File: src/ccbo_pkg.sv
package ccbo_pkg;

	// Opcodes and match masks
	localparam logic [7:0] OPC_AND_NBIT = 8'hb0;
	localparam logic [7:0] OPC_CMP_AIMM = 8'hb4;
	localparam logic [7:0] OPC_CMP_ADIR = 8'hb5;
	localparam logic [7:0] OPC_CMP_IND = 8'hb6;
	localparam logic [7:0] OPC_CMP_REG = 8'hb8;
	localparam logic [7:0] OPC_ZERO_A = 8'he4;
	localparam logic [7:0] OPC_ZERO_C = 8'hc3;
	localparam logic [7:0] OPC_ZERO_BIT = 8'hc2;
	localparam logic [7:0] OPC_INV_A = 8'hf4;
	localparam logic [7:0] OPC_INV_C = 8'hb3;
	localparam logic [7:0] OPC_INV_BIT = 8'hb2;
	localparam logic [7:0] OPC_BCD = 8'hd4;
	localparam logic [7:0] OPC_MINUS_A = 8'h14;
	localparam logic [7:0] OPC_MINUS_DIR = 8'h15;
	localparam logic [7:0] OPC_MINUS_IND = 8'h16;
	localparam logic [7:0] OPC_MINUS_REG = 8'h18;
	localparam logic [7:0] MASK_IND = 8'hfe;
	localparam logic [7:0] MASK_REG = 8'hf8;

	// Lengths in bytes, machine cycles
	localparam logic [1:0] LEN_1 = 2'h1;
	localparam logic [1:0] LEN_2 = 2'h2;
	localparam logic [1:0] LEN_3 = 2'h3;
	localparam logic CYC_1 = 1'b0;
	localparam logic CYC_2 = 1'b1;

	// Arithmetic constants
	localparam logic [3:0] BCD_LIMIT = 4'h9;
	localparam logic [8:0] BCD_FIX_LO = 9'h006;
	localparam logic [8:0] BCD_FIX_HI = 9'h060;
	localparam logic [7:0] MINUS_STEP = 8'h01;

	// Reset values and byte destinations
	localparam logic [7:0] RST_BYTE = 8'h00;
	localparam logic [15:0] RST_PC = 16'h0000;
	localparam logic [1:0] DST_REG = 2'h0;
	localparam logic [1:0] DST_DIR = 2'h1;
	localparam logic [1:0] DST_IND = 2'h2;

	typedef enum logic [4:0] {
		CLS_BAD = 5'b00000, CLS_AND_NBIT = 5'b00001,
		CLS_CMP_AIMM = 5'b00010, CLS_CMP_ADIR = 5'b00011,
		CLS_CMP_IND = 5'b00100, CLS_CMP_REG = 5'b00101,
		CLS_ZERO_A = 5'b00110, CLS_ZERO_C = 5'b00111,
		CLS_ZERO_BIT = 5'b01000, CLS_INV_A = 5'b01001,
		CLS_INV_C = 5'b01010, CLS_INV_BIT = 5'b01011,
		CLS_BCD = 5'b01100, CLS_MINUS_A = 5'b01101,
		CLS_MINUS_REG = 5'b01110, CLS_MINUS_DIR = 5'b01111,
		CLS_MINUS_IND = 5'b10000
	} ccbo_class_t;

	typedef enum logic [1:0] {
		ST_IDLE = 2'b00, ST_EXEC = 2'b01, ST_HOLD = 2'b10
	} ccbo_state_t;

	typedef struct packed {
		logic [7:0] opcode;
		logic [7:0] byte1;
		logic [7:0] byte2;
	} ccbo_instr_t;

	typedef struct packed {
		logic [15:0] pc;
		logic [7:0] acc;
		logic carry;
		logic half_carry_flag;
		logic [7:0] working_reg;
		logic [7:0] ind_val;
		logic [7:0] dir_val;
		logic [7:0] dir_latch;
		logic dir_is_port;
		logic bit_val;
		logic bit_latch;
		logic bit_is_port;
	} ccbo_opnd_t;

	typedef struct packed {
		logic acc_we;
		logic [7:0] acc;
		logic carry_we;
		logic carry;
		logic byte_we;
		logic [1:0] byte_dst;
		logic [7:0] byte_addr;
		logic [7:0] byte_data;
		logic bit_we;
		logic [7:0] bit_addr;
		logic bit_val;
		logic branch;
		logic [15:0] pc_next;
		logic [1:0] len;
	} ccbo_result_t;

endpackage

File: src/ccbo_exec.sv
// Function
// - AND-not-bit: two bytes, two cycles, C&=~bit
// - Source bit untouched, only carry changes
// - Compare branches on inequality, PC+3+rel
// - Carry set when first below second
// - Four compare operand pairings supported
// - Register compare: 10111rrr, three bytes, two cycles
// - Indirect compare: 1011011i, three bytes, two cycles
// - Zero accumulator, flags kept, one byte/cycle
// - Zero carry or bit; bit form c2
// - Invert accumulator, flags kept, one byte/cycle
// - Invert bit b2 two bytes; carry form one
// - Port read-modify-write uses output latch
// - Low nibble over nine or half-carry adds six
// - High nibble over nine or carry adds 60h
// - BCD adjust only sets carry, overflow kept
// - Minus one wraps 00h to ffh, no flags
// - Minus one on acc, reg, direct, indirect
`timescale 1ns/1ps
module ccbo_exec
	import ccbo_pkg::*;
(
	input wire logic clk_in,
	input wire logic rst_in,
	input wire logic start_in,
	input wire ccbo_instr_t instr_in,
	input wire ccbo_opnd_t opnd_in,
	output logic busy_out,
	output logic done_out,
	output logic bad_opcode_out,
	output ccbo_result_t result_out
);
	function automatic ccbo_class_t decode_fn(input logic [7:0] op);
		ccbo_class_t c;
		c = CLS_BAD;
		if (op == OPC_AND_NBIT) begin
			c = CLS_AND_NBIT;
		end else if (op == OPC_CMP_AIMM) begin
			c = CLS_CMP_AIMM;
		end else if (op == OPC_CMP_ADIR) begin
			c = CLS_CMP_ADIR;
		end else if ((op & MASK_IND) == OPC_CMP_IND) begin
			c = CLS_CMP_IND;
		end else if ((op & MASK_REG) == OPC_CMP_REG) begin
			c = CLS_CMP_REG;
		end else if (op == OPC_ZERO_A) begin
			c = CLS_ZERO_A;
		end else if (op == OPC_ZERO_C) begin
			c = CLS_ZERO_C;
		end else if (op == OPC_ZERO_BIT) begin
			c = CLS_ZERO_BIT;
		end else if (op == OPC_INV_A) begin
			c = CLS_INV_A;
		end else if (op == OPC_INV_C) begin
			c = CLS_INV_C;
		end else if (op == OPC_INV_BIT) begin
			c = CLS_INV_BIT;
		end else if (op == OPC_BCD) begin
			c = CLS_BCD;
		end else if (op == OPC_MINUS_A) begin
			c = CLS_MINUS_A;
		end else if (op == OPC_MINUS_DIR) begin
			c = CLS_MINUS_DIR;
		end else if ((op & MASK_IND) == OPC_MINUS_IND) begin
			c = CLS_MINUS_IND;
		end else if ((op & MASK_REG) == OPC_MINUS_REG) begin
			c = CLS_MINUS_REG;
		end
		return c;
	endfunction
	function automatic logic [1:0] len_fn(input ccbo_class_t c);
		if (c inside {CLS_CMP_AIMM, CLS_CMP_ADIR, CLS_CMP_IND,
				CLS_CMP_REG})
			return LEN_3;
		if (c inside {CLS_AND_NBIT, CLS_ZERO_BIT, CLS_INV_BIT,
				CLS_MINUS_DIR})
			return LEN_2;
		return LEN_1;
	endfunction
	function automatic logic cyc_fn(input ccbo_class_t c);
		return (c inside {CLS_AND_NBIT, CLS_CMP_AIMM, CLS_CMP_ADIR,
			CLS_CMP_IND, CLS_CMP_REG}) ? CYC_2 : CYC_1;
	endfunction
	// Returns {carry, adjusted acc}
	function automatic logic [8:0] bcd_fn(input logic [7:0] a,
			input logic c, input logic h);
		logic [8:0] t;
		logic cy;
		t = {1'b0, a};
		cy = c;
		if (a[3:0] > BCD_LIMIT || h) begin
			t = t + BCD_FIX_LO;
			cy = cy | t[8];
		end
		if (t[7:4] > BCD_LIMIT || cy) begin
			t = {1'b0, t[7:0]} + BCD_FIX_HI;
			cy = cy | t[8];
		end
		return {cy, t[7:0]};
	endfunction
	ccbo_state_t state_ff, nxt_state;
	logic busy_ff, nxt_busy;
	logic done_ff, nxt_done;
	logic bad_ff, nxt_bad;
	ccbo_class_t cls_ff, nxt_cls;
	ccbo_instr_t ins_ff, nxt_ins;
	ccbo_opnd_t opd_ff, nxt_opd;
	ccbo_result_t res_ff, nxt_res;
	ccbo_result_t exec_res;
	logic [7:0] cmp_a, cmp_b;
	logic [8:0] bcd_val;
	assign busy_out = busy_ff;
	assign done_out = done_ff;
	assign bad_opcode_out = bad_ff;
	assign result_out = res_ff;
	// Operand selection for compares
	always_comb begin
		cmp_a = opd_ff.working_reg;
		if (cls_ff == CLS_CMP_AIMM || cls_ff == CLS_CMP_ADIR) begin
			cmp_a = opd_ff.acc;
		end else if (cls_ff == CLS_CMP_IND) begin
			cmp_a = opd_ff.ind_val;
		end
		cmp_b = (cls_ff == CLS_CMP_ADIR) ? opd_ff.dir_val : ins_ff.byte1;
		bcd_val = bcd_fn(opd_ff.acc, opd_ff.carry, opd_ff.half_carry_flag);
	end
	always_comb begin
		exec_res = '0;
		exec_res.len = len_fn(cls_ff);
		exec_res.pc_next = opd_ff.pc + {14'h0000, exec_res.len};
		case (cls_ff)
			CLS_AND_NBIT: begin
				exec_res.carry_we = 1'b1;
				exec_res.carry = opd_ff.carry & ~opd_ff.bit_val;
			end
			CLS_CMP_AIMM, CLS_CMP_ADIR, CLS_CMP_IND, CLS_CMP_REG: begin
				exec_res.carry_we = 1'b1;
				exec_res.carry = cmp_a < cmp_b;
				exec_res.branch = cmp_a != cmp_b;
				if (exec_res.branch)
					exec_res.pc_next = exec_res.pc_next
						+ {{8{ins_ff.byte2[7]}}, ins_ff.byte2};
			end
			CLS_ZERO_A: begin
				exec_res.acc_we = 1'b1;
				exec_res.acc = RST_BYTE;
			end
			CLS_ZERO_C: begin
				exec_res.carry_we = 1'b1;
				exec_res.carry = 1'b0;
			end
			CLS_ZERO_BIT: begin
				exec_res.bit_we = 1'b1;
				exec_res.bit_addr = ins_ff.byte1;
				exec_res.bit_val = 1'b0;
			end
			CLS_INV_A: begin
				exec_res.acc_we = 1'b1;
				exec_res.acc = ~opd_ff.acc;
			end
			CLS_INV_C: begin
				exec_res.carry_we = 1'b1;
				exec_res.carry = ~opd_ff.carry;
			end
			CLS_INV_BIT: begin
				exec_res.bit_we = 1'b1;
				exec_res.bit_addr = ins_ff.byte1;
				exec_res.bit_val = opd_ff.bit_is_port ? ~opd_ff.bit_latch
					: ~opd_ff.bit_val;
			end
			CLS_BCD: begin
				exec_res.acc_we = 1'b1;
				exec_res.acc = bcd_val[7:0];
				exec_res.carry_we = 1'b1;
				exec_res.carry = bcd_val[8];
			end
			CLS_MINUS_A: begin
				exec_res.acc_we = 1'b1;
				exec_res.acc = opd_ff.acc - MINUS_STEP;
			end
			CLS_MINUS_REG: begin
				exec_res.byte_we = 1'b1;
				exec_res.byte_dst = DST_REG;
				exec_res.byte_addr = {5'h00, ins_ff.opcode[2:0]};
				exec_res.byte_data = opd_ff.working_reg - MINUS_STEP;
			end
			CLS_MINUS_DIR: begin
				exec_res.byte_we = 1'b1;
				exec_res.byte_dst = DST_DIR;
				exec_res.byte_addr = ins_ff.byte1;
				exec_res.byte_data = (opd_ff.dir_is_port ? opd_ff.dir_latch
					: opd_ff.dir_val) - MINUS_STEP;
			end
			CLS_MINUS_IND: begin
				exec_res.byte_we = 1'b1;
				exec_res.byte_dst = DST_IND;
				exec_res.byte_addr = {7'h00, ins_ff.opcode[0]};
				exec_res.byte_data = opd_ff.ind_val - MINUS_STEP;
			end
			default: ; // Unknown opcode: no writes, pc plus one
		endcase
	end
	always_comb begin
		nxt_state = state_ff;
		nxt_done = 1'b0;
		nxt_bad = bad_ff;
		nxt_cls = cls_ff;
		nxt_ins = ins_ff;
		nxt_opd = opd_ff;
		nxt_res = res_ff;
		case (state_ff)
			ST_IDLE: begin
				if (start_in) begin
					nxt_ins = instr_in;
					nxt_opd = opnd_in;
					nxt_cls = decode_fn(instr_in.opcode);
					nxt_state = ST_EXEC;
				end
			end
			ST_EXEC: begin
				nxt_res = exec_res;
				nxt_bad = cls_ff == CLS_BAD;
				if (cyc_fn(cls_ff) == CYC_2) begin
					nxt_state = ST_HOLD;
				end else begin
					nxt_done = 1'b1;
					nxt_state = ST_IDLE;
				end
			end
			ST_HOLD: begin
				nxt_done = 1'b1;
				nxt_state = ST_IDLE;
			end
			default: begin
				nxt_state = ST_IDLE;
			end
		endcase
		nxt_busy = nxt_state != ST_IDLE;
	end
	always_ff @(posedge clk_in) begin
		if (rst_in) begin
			state_ff <= ST_IDLE;
			busy_ff <= 1'b0;
			done_ff <= 1'b0;
			bad_ff <= 1'b0;
			cls_ff <= CLS_BAD;
			ins_ff <= '0;
			opd_ff <= '0;
			res_ff <= '0;
		end else begin
			state_ff <= nxt_state;
			busy_ff <= nxt_busy;
			done_ff <= nxt_done;
			bad_ff <= nxt_bad;
			cls_ff <= nxt_cls;
			ins_ff <= nxt_ins;
			opd_ff <= nxt_opd;
			res_ff <= nxt_res;
		end
	end
	property p_and_nbit_carry;
		@(posedge clk_in) disable iff (rst_in)
		done_ff && cls_ff == CLS_AND_NBIT |->
			res_ff.carry_we && res_ff.carry ==
			(opd_ff.carry & ~opd_ff.bit_val);
	endproperty
	a_and_nbit_carry: assert property (p_and_nbit_carry)
		else $error("and-not-bit carry wrong");
	property p_and_nbit_keep;
		@(posedge clk_in) disable iff (rst_in)
		done_ff && cls_ff == CLS_AND_NBIT |->
			!res_ff.bit_we && !res_ff.byte_we && !res_ff.acc_we;
	endproperty
	a_and_nbit_keep: assert property (p_and_nbit_keep)
		else $error("and-not-bit touched more than carry");
	property p_cmp_branch;
		@(posedge clk_in) disable iff (rst_in)
		done_ff && cls_ff inside {CLS_CMP_AIMM, CLS_CMP_ADIR, CLS_CMP_IND,
			CLS_CMP_REG} |-> res_ff.branch == (cmp_a != cmp_b) &&
			res_ff.pc_next == opd_ff.pc + 16'h0003 + (res_ff.branch ?
			{{8{ins_ff.byte2[7]}}, ins_ff.byte2} : 16'h0000);
	endproperty
	a_cmp_branch: assert property (p_cmp_branch)
		else $error("compare branch target wrong");
	property p_cmp_carry;
		@(posedge clk_in) disable iff (rst_in)
		done_ff && cls_ff inside {CLS_CMP_AIMM, CLS_CMP_ADIR, CLS_CMP_IND,
			CLS_CMP_REG} |-> res_ff.carry == (cmp_a < cmp_b) &&
			!res_ff.byte_we && !res_ff.acc_we;
	endproperty
	a_cmp_carry: assert property (p_cmp_carry)
		else $error("compare carry wrong or operand written");
	property p_cmp_two_cycles;
		@(posedge clk_in) disable iff (rst_in)
		start_in && !busy_ff && (instr_in.opcode[7:3] == OPC_CMP_REG[7:3]
			|| instr_in.opcode[7:2] == OPC_CMP_AIMM[7:2])
			|-> ##1 !done_ff [*2] ##1 done_ff && res_ff.len == LEN_3;
	endproperty
	a_cmp_two_cycles: assert property (p_cmp_two_cycles)
		else $error("compare timing or length wrong");
	property p_zero_acc;
		@(posedge clk_in) disable iff (rst_in)
		start_in && !busy_ff && instr_in.opcode == OPC_ZERO_A |->
			##2 done_ff && res_ff.acc_we && res_ff.acc == RST_BYTE &&
			!res_ff.carry_we && res_ff.len == LEN_1;
	endproperty
	a_zero_acc: assert property (p_zero_acc)
		else $error("accumulator clear wrong");
	property p_inv_acc;
		@(posedge clk_in) disable iff (rst_in)
		done_ff && cls_ff == CLS_INV_A |->
			res_ff.acc == ~opd_ff.acc && !res_ff.carry_we;
	endproperty
	a_inv_acc: assert property (p_inv_acc)
		else $error("accumulator invert wrong");
	property p_inv_bit_latch;
		@(posedge clk_in) disable iff (rst_in)
		done_ff && cls_ff == CLS_INV_BIT && opd_ff.bit_is_port |->
			res_ff.bit_we && res_ff.bit_val == ~opd_ff.bit_latch;
	endproperty
	a_inv_bit_latch: assert property (p_inv_bit_latch)
		else $error("port bit invert ignored latch");
	property p_bcd_carry_kept;
		@(posedge clk_in) disable iff (rst_in)
		done_ff && cls_ff == CLS_BCD && opd_ff.carry |-> res_ff.carry;
	endproperty
	a_bcd_carry_kept: assert property (p_bcd_carry_kept)
		else $error("bcd adjust cleared carry");
	property p_minus_wrap;
		@(posedge clk_in) disable iff (rst_in)
		done_ff && cls_ff == CLS_MINUS_A |->
			res_ff.acc == opd_ff.acc - MINUS_STEP && !res_ff.carry_we;
	endproperty
	a_minus_wrap: assert property (p_minus_wrap)
		else $error("accumulator minus one wrong");
endmodule // ccbo_exec

File: config.mk
export PLATFORM = sky130hd
export DESIGN_NAME = ccbo_exec
export DESIGN_NICKNAME = d
export VERILOG_FILES = /design/src/ccbo_pkg.sv /design/src/ccbo_exec.sv
export SDC_FILE = /design/constraint.sdc
export NUM_CORES = 1
export LEC_CHECK = 0
export ABC_AREA = 0
export BUFFER_PORTS_ARGS = -buffer_cell sky130_fd_sc_hd__buf_2
export CORE_AREA = 2 2 124 126
export CTS_CLUSTER_SIZE = 24
export DETAILED_ROUTE_END_ITERATION = 8
export DIE_AREA = 0 0 126 128
export PLACE_DENSITY = 0.82
export SLEW_MARGIN = 10
export SYNTH_ARGS = -nofsm -noshare
export SYNTH_HDL_FRONTEND = slang
export SYNTH_SLANG_ARGS = --single-unit
File: constraint.sdc
create_clock -name clk_in -period 5.45 [get_ports clk_in]
set_input_delay 0.8175 -clock clk_in [delete_from_list [all_inputs] [get_ports clk_in]]
set_output_delay 0.8175 -clock clk_in [all_outputs]
set_load 0.02 [all_outputs]
==> flow_summary.json <==
{
  "final_cell_area_mm2": 0.00950,
  "async_reset_ff_share_pct": 0,
  "synth_cell_types": 72,
  "grt_overflow_total": 0,
  "required_ns": 5.71,
  "num_antenna_cells": 0,
  "grt_antenna_before_repair": 0,
  "rows": 45,
  "final_common_cell": "nand2_1",
  "fillers": 1312,
  "gp_congestion": 0.942,
  "status": "complete, no violations",
  "synth_edf_count": 0,
  "cts_tree": "done",
  "drtIter0Drc": 844,
  "routed_wl_um": 22700,
  "synth_compound_area_share_pct": 21.1,
  "dp.cells": 1332,
  "vias": 8062,
  "wl_per_cell_um": 16.6,
  "clock_latency_ns": 0.43,
  "areaGrowthSynthToFinish_pct": 16.5,
  "io_pins": 151,
  "power_frac_clock_pct": 40.2,
  "intPower_mw": 1.99,
  "yosysSeqAreaShare_pct": 36.8,
  "relSlewSlack_pct": 26.6,
  "drv_cap": 0,
  "rsz0062_at_grt": "false",
  "cts_made_buffers": 17,
  "yosys_most_used_dff": "dfxtp_1",
  "comb_power_share_pct": 17.0,
  "fin_nets": 1288,
  "clockRootBuffer": "clkbuf_16",
  "tightestPinTransition_ns": 1.10,
  "synth_cells": 1053,
  "pwr-share-seq_pct": 42.8,
  "cts_resized": 0,
  "p_leak_nw": 3.97,
  "ctsHoldBuffers": 0,
  "clkTransAtPathRegs_ns": 0.06,
  "htree_num_levels": 4,
  "worstSetupStartpointType": "register",
  "fin_cells": 1364,
  "worstHoldPathType": "register to register",
  "period_share_pct": 91.1,
  "clock_skew_ns": 0.00995,
  "powerDensity_mw_per_mm2": 302,
  "cts_setup_buffers": 0,
  "synth_top_area_share_pct": 36.8,
  "die_w_um": 126,
  "yosys.area.top_type": "dfxtp_1",
  "tns_ns": 0,
  "synth_fp_nets": 1178,
  "synth-warning-count": 0,
  "swShare_pct": 30.6,
  "dpl_worst_slack_ns": 0.649,
  "utilization_pct": 63.9,
  "initial_core_util_pct": 54.8,
  "cts_max_path_buffers": 2,
  "synth_xor_area_share_pct": 4.19,
  "grt_max_degree": 81,
  "grt_first_pass_wirelength_um": 36500,
  "arrival_ns": 5.23,
  "fmax_mhz": 201,
  "period_needed_ns": 4.96,
  "timing.hold.ws_ns": 0.456,
  "vdd_drop_max_v": 0.000288,
  "synthAdderAreaFrac_pct": 5.71,
  "total_power_mw": 2.87,
  "coreArea_mm2": 0.0149,
  "avgSynthCellArea_um2": 7.74,
  "layout_common_cells": "nand2_1 (230), dfxtp_1 (150), buf_2 (149)",
  "synth_area_leaders": "dfxtp_1 (37%), nand2_1 (11%), a21oi_1 (8.7%)",
  "muxShareOfSynthArea_pct": 4.13,
  "die_height_um": 128,
  "setup-violations-final": 0,
  "cp_max_fo": 15,
  "drt-pass1-iter-count": 6,
  "p_sw_mw": 0.876,
  "synthesis.area_mm2": 0.00815,
  "synth-seq-cells": 150,
  "yosys.area_share.simple_pct": 23.5,
  "clock-sinks": 150,
  "endpoint_kind": "register",
  "path_class": "register to register",
  "ant_nets": 0,
  "hold_viol_final": 0,
  "dieArea_mm2": 0.0161,
  "post-dp-hpwl_um": 16100,
  "worst_slack_ns": 0.486,
  "maxSlewViolCount": 0,
  "route.detailed.drc": 0,
  "gr-usage-all-layers_pct": 28.1,
  "viasPerCell": 5.91,
  "grt_pass1_vias": 7299,
  "synth_top_family_by_area": "simple AND/OR/NAND/NOR gates",
  "numPortBuffers": 150,
  "placed_area_mm2": 0.00892,
  "drive_above_1_share_pct": 17.9
}
-- cells in the mapped netlist (13+ instances only) --
cell	number
a211oi_1	13
a21oi_1	142
a22oi_1	13
clkbuf_1	48
dfxtp_1	150
ha_1	34
inv_1	25
mux2i_1	28
nand2_1	231
nand3_1	26
nor2_1	78
nor3_1	19
o21ai_0	31
xnor2_1	19
xor2_1	20
-- state kept, by name, indices dropped and copies added (netlist names) --
signal          flops
result_out         59
cls_ff              5
state_ff            2
opd_ff             62
done_out            1
busy_out            1
bad_opcode_out      1
ins_ff             19
-- metal layers --
layer / GRT usage [%] / vias up / wire length [um]
li1: - / 3902 / -
met1: 38.3 / 3736 / 9960
met2: 44.2 / 365 / 10100
met3: 6.30 / 59 / 1980
met4: 9.57 / 0 / 639
met5: 0 / - / 0
-- power groups by stage --
stage	Clock (mW)	Sequential (mW)	Combinational [mW]
floorplan	0	1.23	0.342
global route	1.20	1.23	0.544
detailed placement	0	1.25	0.479
global placement	0	1.25	0.467
finish	1.15	1.23	0.487
CTS	1.16	1.22	0.483
-- cell families after synthesis --
family	count (synthesis)
AOI/OAI and AO/OA	275
xor gates and xnor gates	39
adders and majority gates	36
buffers and inverters	91
DFF	150
muxes	33
and+or+nand+nor	429
-- worst max-delay path, stage by stage (launching register included) --
cell,delay [ns]
dfxtp_1,0.64
and2_1,0.26
o21ai_0,0.11
a21oi_1,0.27
nor2_1,0.13
fa_1,0.44
and3b_1,0.30
nand4_1,0.17
nor2_1,0.17
xor2_1,0.21
ha_1,0.32
and3_1,0.25
and3_1,0.19
a2111oi_0,0.83
a22o_1,0.25
xor2_1,0.16
o32ai_1,0.10
-- final timing paths --
kind,to,cells past startpoint,startpoint,slack (ns)
worst min-delay path,ins_ff[17],2,ins_ff[17],0.46
worst min register to register,ins_ff[17],2,ins_ff[17],0.46
worst max register to register,result_out[16],16,cls_ff[1],0.49
worst max-delay path,result_out[16],16,cls_ff[1],0.49
-- final cells by class --
class	count	area (um2)	area share (%)
Clock buffer	18	439	4.62
Clock inverter	14	139	1.46
Inverter	26	97.6	1.03
Multi-Input combinational cell	812	4790	50.4
Sequential cell	150	3000	31.6
Tap cell	188	235	2.48
Timing Repair Buffer	156	798	8.40
No activity file was read; power rests on OpenSTA's default activity.
